==> config.mk <==
export PLATFORM = sky130hd
export DESIGN_NAME = cc_charge_config_regs
export DESIGN_NICKNAME = d
export VERILOG_FILES = /design/src/logic/cc_pkg.sv /design/src/logic/cc_charge_config_regs.sv /design/src/logic/cc_sync.sv /design/src/logic/cc_watchdog.sv
export SDC_FILE = /design/constraint.sdc
export NUM_CORES = 1
export LEC_CHECK = 0
export BUFFER_PORTS_ARGS = -buffer_cell sky130_fd_sc_hd__buf_2
export CAP_MARGIN = 10
export CORE_MARGIN = 4
export CORE_UTILIZATION = 60
export CTS_CLUSTER_DIAMETER = 60
export DETAILED_ROUTE_END_ITERATION = 8
export PLACE_DENSITY_LB_ADDON = 0.3
export SLEW_MARGIN = 30
export SYNTH_ARGS = -nofsm -noshare
export SYNTH_HDL_FRONTEND = slang
export SYNTH_SLANG_ARGS = --single-unit
==> constraint.sdc <==
create_clock -name ref_clk -period 9.35 [get_ports ref_clk]
set_clock_uncertainty 0.2 [all_clocks]
set_input_delay 1.87 -clock ref_clk [delete_from_list [all_inputs] [get_ports ref_clk]]
set_output_delay 1.87 -clock ref_clk [all_outputs]
set_load 0.005 [all_outputs]
==> src/logic/cc_pkg.sv <==
package cc_pkg;
  // ****************************************
  // Register map
  // ****************************************
  localparam logic [7:0] CC_OFS_VOLT = 8'h04;
  localparam logic [7:0] CC_OFS_TMR = 8'h05;
  localparam logic [7:0] CC_OFS_MISC = 8'h06;
  localparam int CC_NREG = 3;
  localparam logic [7:0] CC_DEF_VOLT = 8'ha3;
  localparam logic [7:0] CC_DEF_TMR = 8'h3a;
  localparam logic [7:0] CC_DEF_MISC = 8'hc0;
  // Bits that reload on watchdog expiry, one per field bit
  localparam logic [7:0] CC_WDK_VOLT = 8'hff;
  localparam logic [7:0] CC_WDK_TMR = 8'h1f;
  localparam logic [7:0] CC_WDK_MISC = 8'hdf;
  // ****************************************
  // Field positions
  // ****************************************
  localparam int CC_B_VT = 2;
  localparam int CC_B_PRE = 1;
  localparam int CC_B_RECH = 0;
  localparam int CC_B_DWD = 7;
  localparam int CC_B_WDL = 5;
  localparam int CC_B_TERM = 4;
  localparam int CC_B_STMR = 3;
  localparam int CC_B_CTL = 1;
  localparam int CC_B_KEEP = 0;
  localparam int CC_B_NTC = 7;
  localparam int CC_B_DBL = 6;
  localparam int CC_B_BSW = 5;
  localparam int CC_B_MASK = 0;
  localparam int CC_NIRQ = 5;
  // ****************************************
  // Field meanings and timing
  // ****************************************
  localparam int CC_VT_BASE_MV = 3600;
  localparam int CC_VT_STEP_MV = 15;
  localparam logic [11:0] CC_PRE_LO_MV = 12'd2800;
  localparam logic [11:0] CC_PRE_HI_MV = 12'd3000;
  localparam logic [7:0] CC_RECH_LO_MV = 8'd100;
  localparam logic [7:0] CC_RECH_HI_MV = 8'd200;
  localparam logic [7:0] CC_WD_S1 = 8'd40;
  localparam logic [7:0] CC_WD_S2 = 8'd80;
  localparam logic [7:0] CC_WD_S3 = 8'd160;
  localparam logic [3:0] CC_HR0 = 4'd3;
  localparam logic [3:0] CC_HR1 = 4'd5;
  localparam logic [3:0] CC_HR2 = 4'd8;
  localparam logic [3:0] CC_HR3 = 4'd12;
  localparam int CC_CLK_KHZ = 50000;
  localparam int CC_SEC_MS = 1000;
  localparam int CC_SEC_CYC = CC_SEC_MS * CC_CLK_KHZ;
  localparam logic [6:0] CC_I2C_ADDR = 7'h07;
  typedef enum logic [3:0] {
    CC_IDLE, CC_ADDR, CC_ACK_ADDR, CC_PTR, CC_ACK_PTR,
    CC_WDATA, CC_ACK_WR, CC_RDATA, CC_RACK, CC_IGNORE
  } cc_i2c_state_type;
endpackage : cc_pkg

==> src/logic/cc_charge_config_regs.sv <==
`timescale 1ns/1ps
module cc_charge_config_regs
  import cc_pkg::*;
#(
  parameter int TICK_CYC = CC_SEC_CYC
) (
  input wire logic ref_clk,
  input wire logic arst_n,
  input wire logic scl_in,
  input wire logic sda_in,
  output logic sda_out,
  output logic sda_oe,
  input wire logic register_reset,
  input wire logic watchdog_restart,
  input wire logic discharge_mode,
  input wire logic power_path_limiting,
  input wire logic safety_base_tick,
  input wire logic term_current_low,
  input wire logic battery_switch_request,
  input wire logic power_good_evt,
  input wire logic charge_done_evt,
  input wire logic charge_state_evt,
  input wire logic temp_fault_evt,
  input wire logic battery_overvolt_evt,
  output logic [5:0] charge_target_voltage,
  output logic [12:0] charge_target_mv,
  output logic precharge_handover_level,
  output logic [11:0] precharge_handover_mv,
  output logic recharge_margin,
  output logic [7:0] recharge_margin_mv,
  output logic discharge_watchdog_on,
  output logic [7:0] watchdog_limit_s,
  output logic termination_enable,
  output logic safety_timer_enable,
  output logic [1:0] fast_charge_time_limit,
  output logic [3:0] fast_charge_hours,
  output logic post_termination_keep_current,
  output logic temp_sense_on,
  output logic safety_timer_double,
  output logic battery_switch_off,
  output logic watchdog_expiry,
  output logic safety_timer_advance,
  output logic charge_terminate,
  output logic charge_current_suspend,
  output logic battery_switch_on,
  output logic power_good_irq,
  output logic charge_done_irq,
  output logic charge_state_irq,
  output logic temp_fault_irq,
  output logic battery_overvolt_irq
);
  // ****************************************
  // Serial pins
  // ****************************************
  logic scl_s;
  logic sda_s;
  logic scl_d_r;
  logic sda_d_r;
  logic scl_rise;
  logic scl_fall;
  logic bus_start;
  logic bus_stop;

  // Pins come from another domain, so two flops before any decode
  cc_sync #(.W(2), .INIT(2'b11)) u_sync (
    .ref_clk(ref_clk),
    .arst_n(arst_n),
    .d({scl_in, sda_in}),
    .q({scl_s, sda_s})
  );

  // Previous synchronised levels for edge and condition detection
  always_ff @(posedge ref_clk or negedge arst_n) begin
    if (!arst_n) begin
      scl_d_r <= 1'b1;
      sda_d_r <= 1'b1;
    end else begin
      scl_d_r <= scl_s;
      sda_d_r <= sda_s;
    end
  end

  assign scl_rise = scl_s && !scl_d_r;
  assign scl_fall = !scl_s && scl_d_r;
  assign bus_start = scl_s && scl_d_r && sda_d_r && !sda_s;
  assign bus_stop = scl_s && scl_d_r && !sda_d_r && sda_s;
  assign sda_out = 1'b0; // Open drain: only ever pulls low

  // ****************************************
  // Register file
  // ****************************************
  localparam logic [23:0] DEF_ALL = {CC_DEF_MISC, CC_DEF_TMR, CC_DEF_VOLT};
  localparam logic [23:0] WDK_ALL = {CC_WDK_MISC, CC_WDK_TMR, CC_WDK_VOLT};
  logic [7:0] cfg_r [CC_NREG];
  logic [7:0] cfg_nxt [CC_NREG];
  logic [7:0] ptr_r;
  logic [7:0] ptr_nxt;
  logic [7:0] shift_r;
  logic [7:0] shift_nxt;
  logic [7:0] ptr_rel;
  logic ptr_hit;
  logic [7:0] rd_data;
  logic wr_en;
  logic wd_exp;

  assign ptr_rel = ptr_r - CC_OFS_VOLT;
  assign ptr_hit = ptr_rel < 8'(CC_NREG);
  // Unmapped pointers read as zero and swallow writes
  assign rd_data = ptr_hit ? cfg_r[ptr_rel[1:0]] : 8'h00;

  genvar gi;
  generate
    for (gi = 0; gi < CC_NREG; gi++) begin : g_reg
      logic sel;
      logic [7:0] dflt;
      logic [7:0] keep;
      assign sel = wr_en && ptr_hit && (ptr_rel[1:0] == 2'(gi));
      assign dflt = DEF_ALL[gi*8 +: 8];
      assign keep = WDK_ALL[gi*8 +: 8];
      // Register reset beats watchdog reload, which beats a host write
      assign cfg_nxt[gi] = register_reset ? dflt :
                           wd_exp ? ((cfg_r[gi] & ~keep) | (dflt & keep)) :
                           sel ? shift_r : cfg_r[gi];
      always_ff @(posedge ref_clk or negedge arst_n) begin
        if (!arst_n) begin
          cfg_r[gi] <= DEF_ALL[gi*8 +: 8];
        end else begin
          cfg_r[gi] <= cfg_nxt[gi];
        end
      end
    end
  endgenerate

  // ****************************************
  // Serial slave state machine
  // ****************************************
  cc_i2c_state_type state_r;
  cc_i2c_state_type state_nxt;
  logic [3:0] cnt_r;
  logic [3:0] cnt_nxt;
  logic [7:0] tx_r;
  logic [7:0] tx_nxt;
  logic rw_r;
  logic rw_nxt;
  logic nack_r;
  logic nack_nxt;
  logic acc_r;
  logic acc_nxt;
  logic sda_lo_r;
  logic sda_lo_nxt;
  logic host_kick;

  // Stop and start are honoured in any state; a start also acts as repeated start
  always_comb begin
    state_nxt = state_r;
    cnt_nxt = cnt_r;
    shift_nxt = shift_r;
    ptr_nxt = ptr_r;
    tx_nxt = tx_r;
    rw_nxt = rw_r;
    nack_nxt = nack_r;
    acc_nxt = acc_r;
    sda_lo_nxt = sda_lo_r;
    wr_en = 1'b0;
    host_kick = 1'b0;
    if (bus_stop) begin
      state_nxt = CC_IDLE;
      sda_lo_nxt = 1'b0;
      host_kick = acc_r;
      acc_nxt = 1'b0;
    end else if (bus_start) begin
      state_nxt = CC_ADDR;
      cnt_nxt = 4'd0;
      sda_lo_nxt = 1'b0;
    end else begin
      case (state_r)
        CC_ADDR, CC_PTR, CC_WDATA: begin
          if (scl_rise) begin
            shift_nxt = {shift_r[6:0], sda_s};
            cnt_nxt = cnt_r + 4'd1;
          end else if (scl_fall && cnt_r == 4'd8) begin
            cnt_nxt = 4'd0;
            sda_lo_nxt = 1'b1;
            if (state_r == CC_ADDR) begin
              if (shift_r[7:1] == CC_I2C_ADDR) begin
                state_nxt = CC_ACK_ADDR;
                rw_nxt = shift_r[0];
                acc_nxt = 1'b1;
              end else begin
                state_nxt = CC_IGNORE;
                sda_lo_nxt = 1'b0;
              end
            end else if (state_r == CC_PTR) begin
              ptr_nxt = shift_r;
              state_nxt = CC_ACK_PTR;
            end else begin
              wr_en = 1'b1;
              state_nxt = CC_ACK_WR;
            end
          end
        end
        CC_ACK_ADDR, CC_ACK_PTR, CC_ACK_WR: begin
          if (scl_fall) begin
            sda_lo_nxt = 1'b0;
            cnt_nxt = 4'd0;
            if (state_r == CC_ACK_WR) begin
              ptr_nxt = ptr_r + 8'd1;
            end
            if (state_r == CC_ACK_ADDR && rw_r) begin
              state_nxt = CC_RDATA;
              tx_nxt = rd_data;
              sda_lo_nxt = !rd_data[7];
            end else if (state_r == CC_ACK_ADDR) begin
              state_nxt = CC_PTR;
            end else begin
              state_nxt = CC_WDATA;
            end
          end
        end
        CC_RDATA: begin
          if (scl_fall) begin
            if (cnt_r == 4'd7) begin
              state_nxt = CC_RACK;
              sda_lo_nxt = 1'b0;
              ptr_nxt = ptr_r + 8'd1;
            end else begin
              tx_nxt = {tx_r[6:0], 1'b0};
              sda_lo_nxt = !tx_r[6];
              cnt_nxt = cnt_r + 4'd1;
            end
          end
        end
        CC_RACK: begin
          if (scl_rise) begin
            nack_nxt = sda_s;
          end else if (scl_fall) begin
            cnt_nxt = 4'd0;
            if (nack_r) begin
              state_nxt = CC_IGNORE;
            end else begin
              state_nxt = CC_RDATA;
              tx_nxt = rd_data;
              sda_lo_nxt = !rd_data[7];
            end
          end
        end
        default: begin
          state_nxt = state_r;
        end
      endcase
    end
  end

  always_ff @(posedge ref_clk or negedge arst_n) begin
    if (!arst_n) begin
      state_r <= CC_IDLE;
      cnt_r <= '0;
      shift_r <= '0;
      ptr_r <= '0;
      tx_r <= '0;
      rw_r <= 1'b0;
      nack_r <= 1'b0;
      acc_r <= 1'b0;
      sda_lo_r <= 1'b0;
    end else begin
      state_r <= state_nxt;
      cnt_r <= cnt_nxt;
      shift_r <= shift_nxt;
      ptr_r <= ptr_nxt;
      tx_r <= tx_nxt;
      rw_r <= rw_nxt;
      nack_r <= nack_nxt;
      acc_r <= acc_nxt;
      sda_lo_r <= sda_lo_nxt;
    end
  end

  assign sda_oe = sda_lo_r;

  // ****************************************
  // Field decode
  // ****************************************
  assign charge_target_voltage = cfg_r[0][CC_B_VT +: 6];
  // Linear code to millivolts, 4545 at full scale
  assign charge_target_mv = 13'(CC_VT_BASE_MV + CC_VT_STEP_MV * int'(charge_target_voltage));
  assign precharge_handover_level = cfg_r[0][CC_B_PRE];
  assign precharge_handover_mv = precharge_handover_level ? CC_PRE_HI_MV : CC_PRE_LO_MV;
  assign recharge_margin = cfg_r[0][CC_B_RECH];
  assign recharge_margin_mv = recharge_margin ? CC_RECH_HI_MV : CC_RECH_LO_MV;
  assign discharge_watchdog_on = cfg_r[1][CC_B_DWD];
  assign watchdog_limit_s = (cfg_r[1][CC_B_WDL +: 2] == 2'b00) ? 8'd0 :
                            (cfg_r[1][CC_B_WDL +: 2] == 2'b01) ? CC_WD_S1 :
                            (cfg_r[1][CC_B_WDL +: 2] == 2'b10) ? CC_WD_S2 : CC_WD_S3;
  assign termination_enable = cfg_r[1][CC_B_TERM];
  assign safety_timer_enable = cfg_r[1][CC_B_STMR];
  assign fast_charge_time_limit = cfg_r[1][CC_B_CTL +: 2];
  assign fast_charge_hours = (fast_charge_time_limit == 2'b00) ? CC_HR0 :
                             (fast_charge_time_limit == 2'b01) ? CC_HR1 :
                             (fast_charge_time_limit == 2'b10) ? CC_HR2 : CC_HR3;
  assign post_termination_keep_current = cfg_r[1][CC_B_KEEP];
  assign temp_sense_on = cfg_r[2][CC_B_NTC];
  assign safety_timer_double = cfg_r[2][CC_B_DBL];
  assign battery_switch_off = cfg_r[2][CC_B_BSW];

  // ****************************************
  // Watchdog and charger controls
  // ****************************************
  cc_watchdog #(.TICK_CYC(TICK_CYC)) u_wdog (
    .ref_clk(ref_clk),
    .arst_n(arst_n),
    .limit_code(cfg_r[1][CC_B_WDL +: 2]),
    .discharge_mode(discharge_mode),
    .discharge_watchdog_on(discharge_watchdog_on),
    .kick(host_kick || watchdog_restart),
    .watchdog_expiry(wd_exp)
  );
  assign watchdog_expiry = wd_exp;

  logic half_r;
  logic dbl_act;
  logic [CC_NIRQ-1:0] evt;
  logic [CC_NIRQ-1:0] irq_r;
  assign dbl_act = safety_timer_double && power_path_limiting;
  assign evt = {power_good_evt, charge_done_evt, charge_state_evt, temp_fault_evt, battery_overvolt_evt};

  // Half rate drops every other base tick while limiting with safety_timer_double set, so the limit doubles
  always_ff @(posedge ref_clk or negedge arst_n) begin
    if (!arst_n) begin
      half_r <= 1'b0;
      safety_timer_advance <= 1'b0;
      charge_terminate <= 1'b0;
      charge_current_suspend <= 1'b0;
      battery_switch_on <= 1'b0;
    end else begin
      if (safety_base_tick && dbl_act) begin
        half_r <= !half_r;
      end
      safety_timer_advance <= safety_base_tick && safety_timer_enable && (!dbl_act || half_r);
      charge_terminate <= term_current_low && termination_enable;
      charge_current_suspend <= term_current_low && termination_enable && !post_termination_keep_current;
      battery_switch_on <= battery_switch_request && !battery_switch_off;
    end
  end

  // Mask bits sit in the same order as the event vector
  generate
    for (gi = 0; gi < CC_NIRQ; gi++) begin : g_irq
      always_ff @(posedge ref_clk or negedge arst_n) begin
        if (!arst_n) begin
          irq_r[gi] <= 1'b0;
        end else begin
          irq_r[gi] <= evt[gi] && !cfg_r[2][CC_B_MASK + gi];
        end
      end
    end
  endgenerate

  assign {power_good_irq, charge_done_irq, charge_state_irq, temp_fault_irq, battery_overvolt_irq} = irq_r;
endmodule : cc_charge_config_regs

==> src/logic/cc_sync.sv <==
`timescale 1ns/1ps
// Two-flop synchroniser, one chain per bit
module cc_sync #(
  parameter int W = 2,
  parameter logic [W-1:0] INIT = '1
) (
  input wire logic ref_clk,
  input wire logic arst_n,
  input wire logic [W-1:0] d,
  output logic [W-1:0] q
);
  logic [W-1:0] meta_r;
  genvar i;
  generate
    for (i = 0; i < W; i++) begin : g_bit
      always_ff @(posedge ref_clk or negedge arst_n) begin
        if (!arst_n) begin
          meta_r[i] <= INIT[i];
          q[i] <= INIT[i];
        end else begin
          meta_r[i] <= d[i];
          q[i] <= meta_r[i];
        end
      end
    end
  endgenerate
endmodule : cc_sync

==> src/logic/cc_watchdog.sv <==
`timescale 1ns/1ps
module cc_watchdog
  import cc_pkg::*;
#(
  parameter int TICK_CYC = CC_SEC_CYC
) (
  input wire logic ref_clk,
  input wire logic arst_n,
  input wire logic [1:0] limit_code,
  input wire logic discharge_mode,
  input wire logic discharge_watchdog_on,
  input wire logic kick,
  output logic watchdog_expiry
);
  logic [31:0] pre_r;
  logic [7:0] sec_r;
  logic [7:0] limit_s;
  logic run;
  logic tick;
  // Code 00 stops the timer whatever the discharge bit says
  assign run = (limit_code != 2'b00) && (!discharge_mode || discharge_watchdog_on);
  assign limit_s = (limit_code == 2'b01) ? CC_WD_S1 :
                   (limit_code == 2'b10) ? CC_WD_S2 : CC_WD_S3;
  assign tick = (pre_r == 32'(TICK_CYC - 1));
  // One-second prescaler, then whole seconds; a stopped timer restarts from zero
  always_ff @(posedge ref_clk or negedge arst_n) begin
    if (!arst_n) begin
      pre_r <= '0;
      sec_r <= '0;
      watchdog_expiry <= 1'b0;
    end else begin
      watchdog_expiry <= 1'b0;
      if (!run || kick) begin
        pre_r <= '0;
        sec_r <= '0;
      end else if (tick) begin
        pre_r <= '0;
        if (sec_r == limit_s - 8'd1) begin
          sec_r <= '0;
          watchdog_expiry <= 1'b1;
        end else begin
          sec_r <= sec_r + 8'd1;
        end
      end else begin
        pre_r <= pre_r + 32'd1;
      end
    end
  end
endmodule : cc_watchdog
==> impl_metrics.env <==
export IMPL_antenna_found_initial=0
export IMPL_antenna_cells=0
export IMPL_first_pass_iters=6
export IMPL_synth_area_top_cells="dfrtp_1 35%, ha_1 6.5%, dfstp_2 5.9%, buf_4 3.4%, nor2_1 3.2%"
export IMPL_grtUsageTotal_pct=24.4
export IMPL_grt_pass1_vias=5409
export IMPL_routed_via_density=6.02
export IMPL_tns_ns=0
export IMPL_clkLatencyLatePin_ns=0.42
export IMPL_hp_class="flop to flop"
export IMPL_final_common_cell="dfrtp_1"
export IMPL_start_util_pct=61.7
export IMPL_postSynthAreaPerCell_um2=9.81
export IMPL_syn_to_final_growth_pct=13.3
export IMPL_cts_tree="done"
export IMPL_rows=39
export IMPL_synth_async_reset_ratio_pct=100
export IMPL_synth_seq_cells=116
export IMPL_setup_viol=0
export IMPL_hold_slack_ns=0.154
export IMPL_die_x_um=117
export IMPL_min_period_ns=5.97
export IMPL_final_core_util_pct=69.9
export IMPL_cp_arrival_ns=3.90
export IMPL_finalNonFillerCells=930
export IMPL_hold_viol=0
export IMPL_outcome="finished clean"
export IMPL_max_freq_ghz=0.168
export IMPL_peakVddDrop_uv=168
export IMPL_synth_edf_count=0
export IMPL_cts_sinks=116
export IMPL_worst_setup_path_type="flop to output pin"
export IMPL_r2r_end="charge_target_voltage[3]"
export IMPL_required_ns=7.28
export IMPL_ctsHoldBuffers=0
export IMPL_io_buffers=72
export IMPL_setup_ws_ns=3.38
export IMPL_synth_area_leader_cell="dfrtp_1"
export IMPL_min_delay_start="u_sync.meta_r[1]"
export IMPL_totalWireLength_um=15700
export IMPL_finalPower_mw=1.74
export IMPL_start_kind="flop"
export IMPL_ff_latch_area_um2=2920
export IMPL_slew_headroom_pct=43.8
export IMPL_crit_slowest_cell="dfrtp_1"
export IMPL_r2r_slack_ns=6.17
export IMPL_overflow=0
export IMPL_fin_area_um2=8020
export IMPL_wl_per_cell_um=16.9
export IMPL_final_cell_mix="100 x dfrtp_1, 71 x buf_2, 61 x nor2_1"
export IMPL_worstRegToRegCells=6
export IMPL_cts_setup_buffers=0
export IMPL_grt_max_degree=73
export IMPL_multi_input_area_um2=3760
export IMPL_critPathMaxFanout=8
export IMPL_cts_max_level=4
export IMPL_gp_congestion=0.925
export IMPL_post_cts_resized=0
export IMPL_drcViolationCount=0
export IMPL_maxSlewViolCount=0
export IMPL_grt_pass1_wl_um=26200
export IMPL_clock_path_buffers=2
export IMPL_drt_initial_drc_count=547
export IMPL_dpl_cell_count=898
export IMPL_fin_nets=836
export IMPL_syn_inst=722
export IMPL_path_delay_family="adder cells"
export IMPL_clkSlewWorstSetupHoldPaths_ns=0.06
export IMPL_synth_top_cell_area_share_pct=35.3
export IMPL_vias=5599
export IMPL_synth_seq_area_share_pct=41.3
export IMPL_die_h_um=117
export IMPL_leakage_nw=3.78
export IMPL_yosysWarnings=0
export IMPL_ios=90
export IMPL_max_stage_delay_ns=0.53
export IMPL_ant_nets=0
export IMPL_crit_buf_inv=1
export IMPL_cts_root_buffer="clkbuf_16"
export IMPL_end_kind="output pin"
export IMPL_max_cap_viol_count=0
export IMPL_min_to="u_sync.q[1]"
export IMPL_synth_main_ff_cell="dfrtp_1"
export IMPL_crit_chain="fa_1, fa_1, fa_1, ha_1, a21o_1, a211oi_1, nor2_1, o41ai_1, xnor2_1, buf_2"
export IMPL_period_share_pct=63.8
export IMPL_min_path_cells=0
export IMPL_cts_buffers=17
export IMPL_synth_distinct_cells=67
export IMPL_final_layout_size_suffix_gt1_share_pct=19.3
export IMPL_placed_area_um2=7370
export IMPL_crit_top_cell="fa_1"
export IMPL_cellPowerDensity_nw_per_um2=217
export IMPL_regToRegStartpoint="ptr_r[1]"
export IMPL_syn_area_um2=7080
export IMPL_hpwl_um=11200
export IMPL_dp_slack_ns=3.81
export IMPL_fillers=820
export IMPL_dieArea_um2=13600
export IMPL_worst_pin_slew_ns=0.842
export IMPL_core_um2=11500
export IMPL_rsz0062_at_grt="no"
[cell usage after synthesis (all sizes together), types with 14 or more instances]
master	instances
nand2	56
o21ai	30
clkbuf	21
mux2i	20
dfstp	16
xor2	25
nand3	39
inv	36
buf	37
nor2	61
dfrtp	100
xnor2	14
ha	37
a22o	17
nor2b	19
mux2	17
[cells by family (layout without fill, tap and decap cells)]
logic type                 Yosys count  in the layout  synth area share, %
and+or+nand+nor                    270            270                 20.2
DFF                                116            116                 41.3
muxes                               37             37                 5.53
xor gates and xnor gates            39             39                 4.83
buffers and inverters               94            144                 6.84
AOI/OAI and AO/OA                  118            118                 12.1
other                                2             17                0.106
adders and majority gates           46             46                 9.08
[layout make-up]
type,count,share of cell area [%]
tap,143,2.23
inverter,36,1.69
timing repair buffer,76,4.95
multi-input combinational,527,46.9
clock buffer,20,5.57
sequential,116,36.5
clock inverter,12,2.25
[state kept, by name, indices dropped and copies added, names as in the netlist, 2 cells and up]
signal / count
cnt_r: 4
u_sync.q: 2
tx_r: 7
u_wdog.sec_r: 8
charge_target_voltage: 6
cfg_r: 7
u_sync.meta_r: 2
shift_r: 8
fast_charge_time_limit: 2
ptr_r: 8
u_wdog.pre_r: 32
state_r: 4
[worst max path at each step]
stage | startpoint | endpoint | slack, ns | cells after the start
floorplan | charge_target_voltage[2] | charge_target_mv[10] | 4.18 | 9
global placement | charge_target_voltage[2] | charge_target_mv[10] | 3.94 | 10
detailed placement | charge_target_voltage[2] | charge_target_mv[10] | 3.81 | 10
CTS | charge_target_voltage[2] | charge_target_mv[10] | 3.35 | 10
global route | charge_target_voltage[2] | charge_target_mv[10] | 3.19 | 10
finish | charge_target_voltage[2] | charge_target_mv[10] | 3.38 | 10
[power by group]
| part | internal, mW | switching, mW |
|---|---|---|
| Sequential | 0.560 | 0.114 |
| Combinational | 0.171 | 0.207 |
| Clock | 0.453 | 0.235 |
[routing by layer]
metal  vias up  GRT usage (%)  part of all wire, %
li1       2609              -                    -
met1      2760           33.8                   44
met2       207           38.1                   47
met3        23           5.70                  7.2
met4         0           8.49                  1.7
met5         -              0                    0
Note: power is estimated with default switching activity, not from simulation.
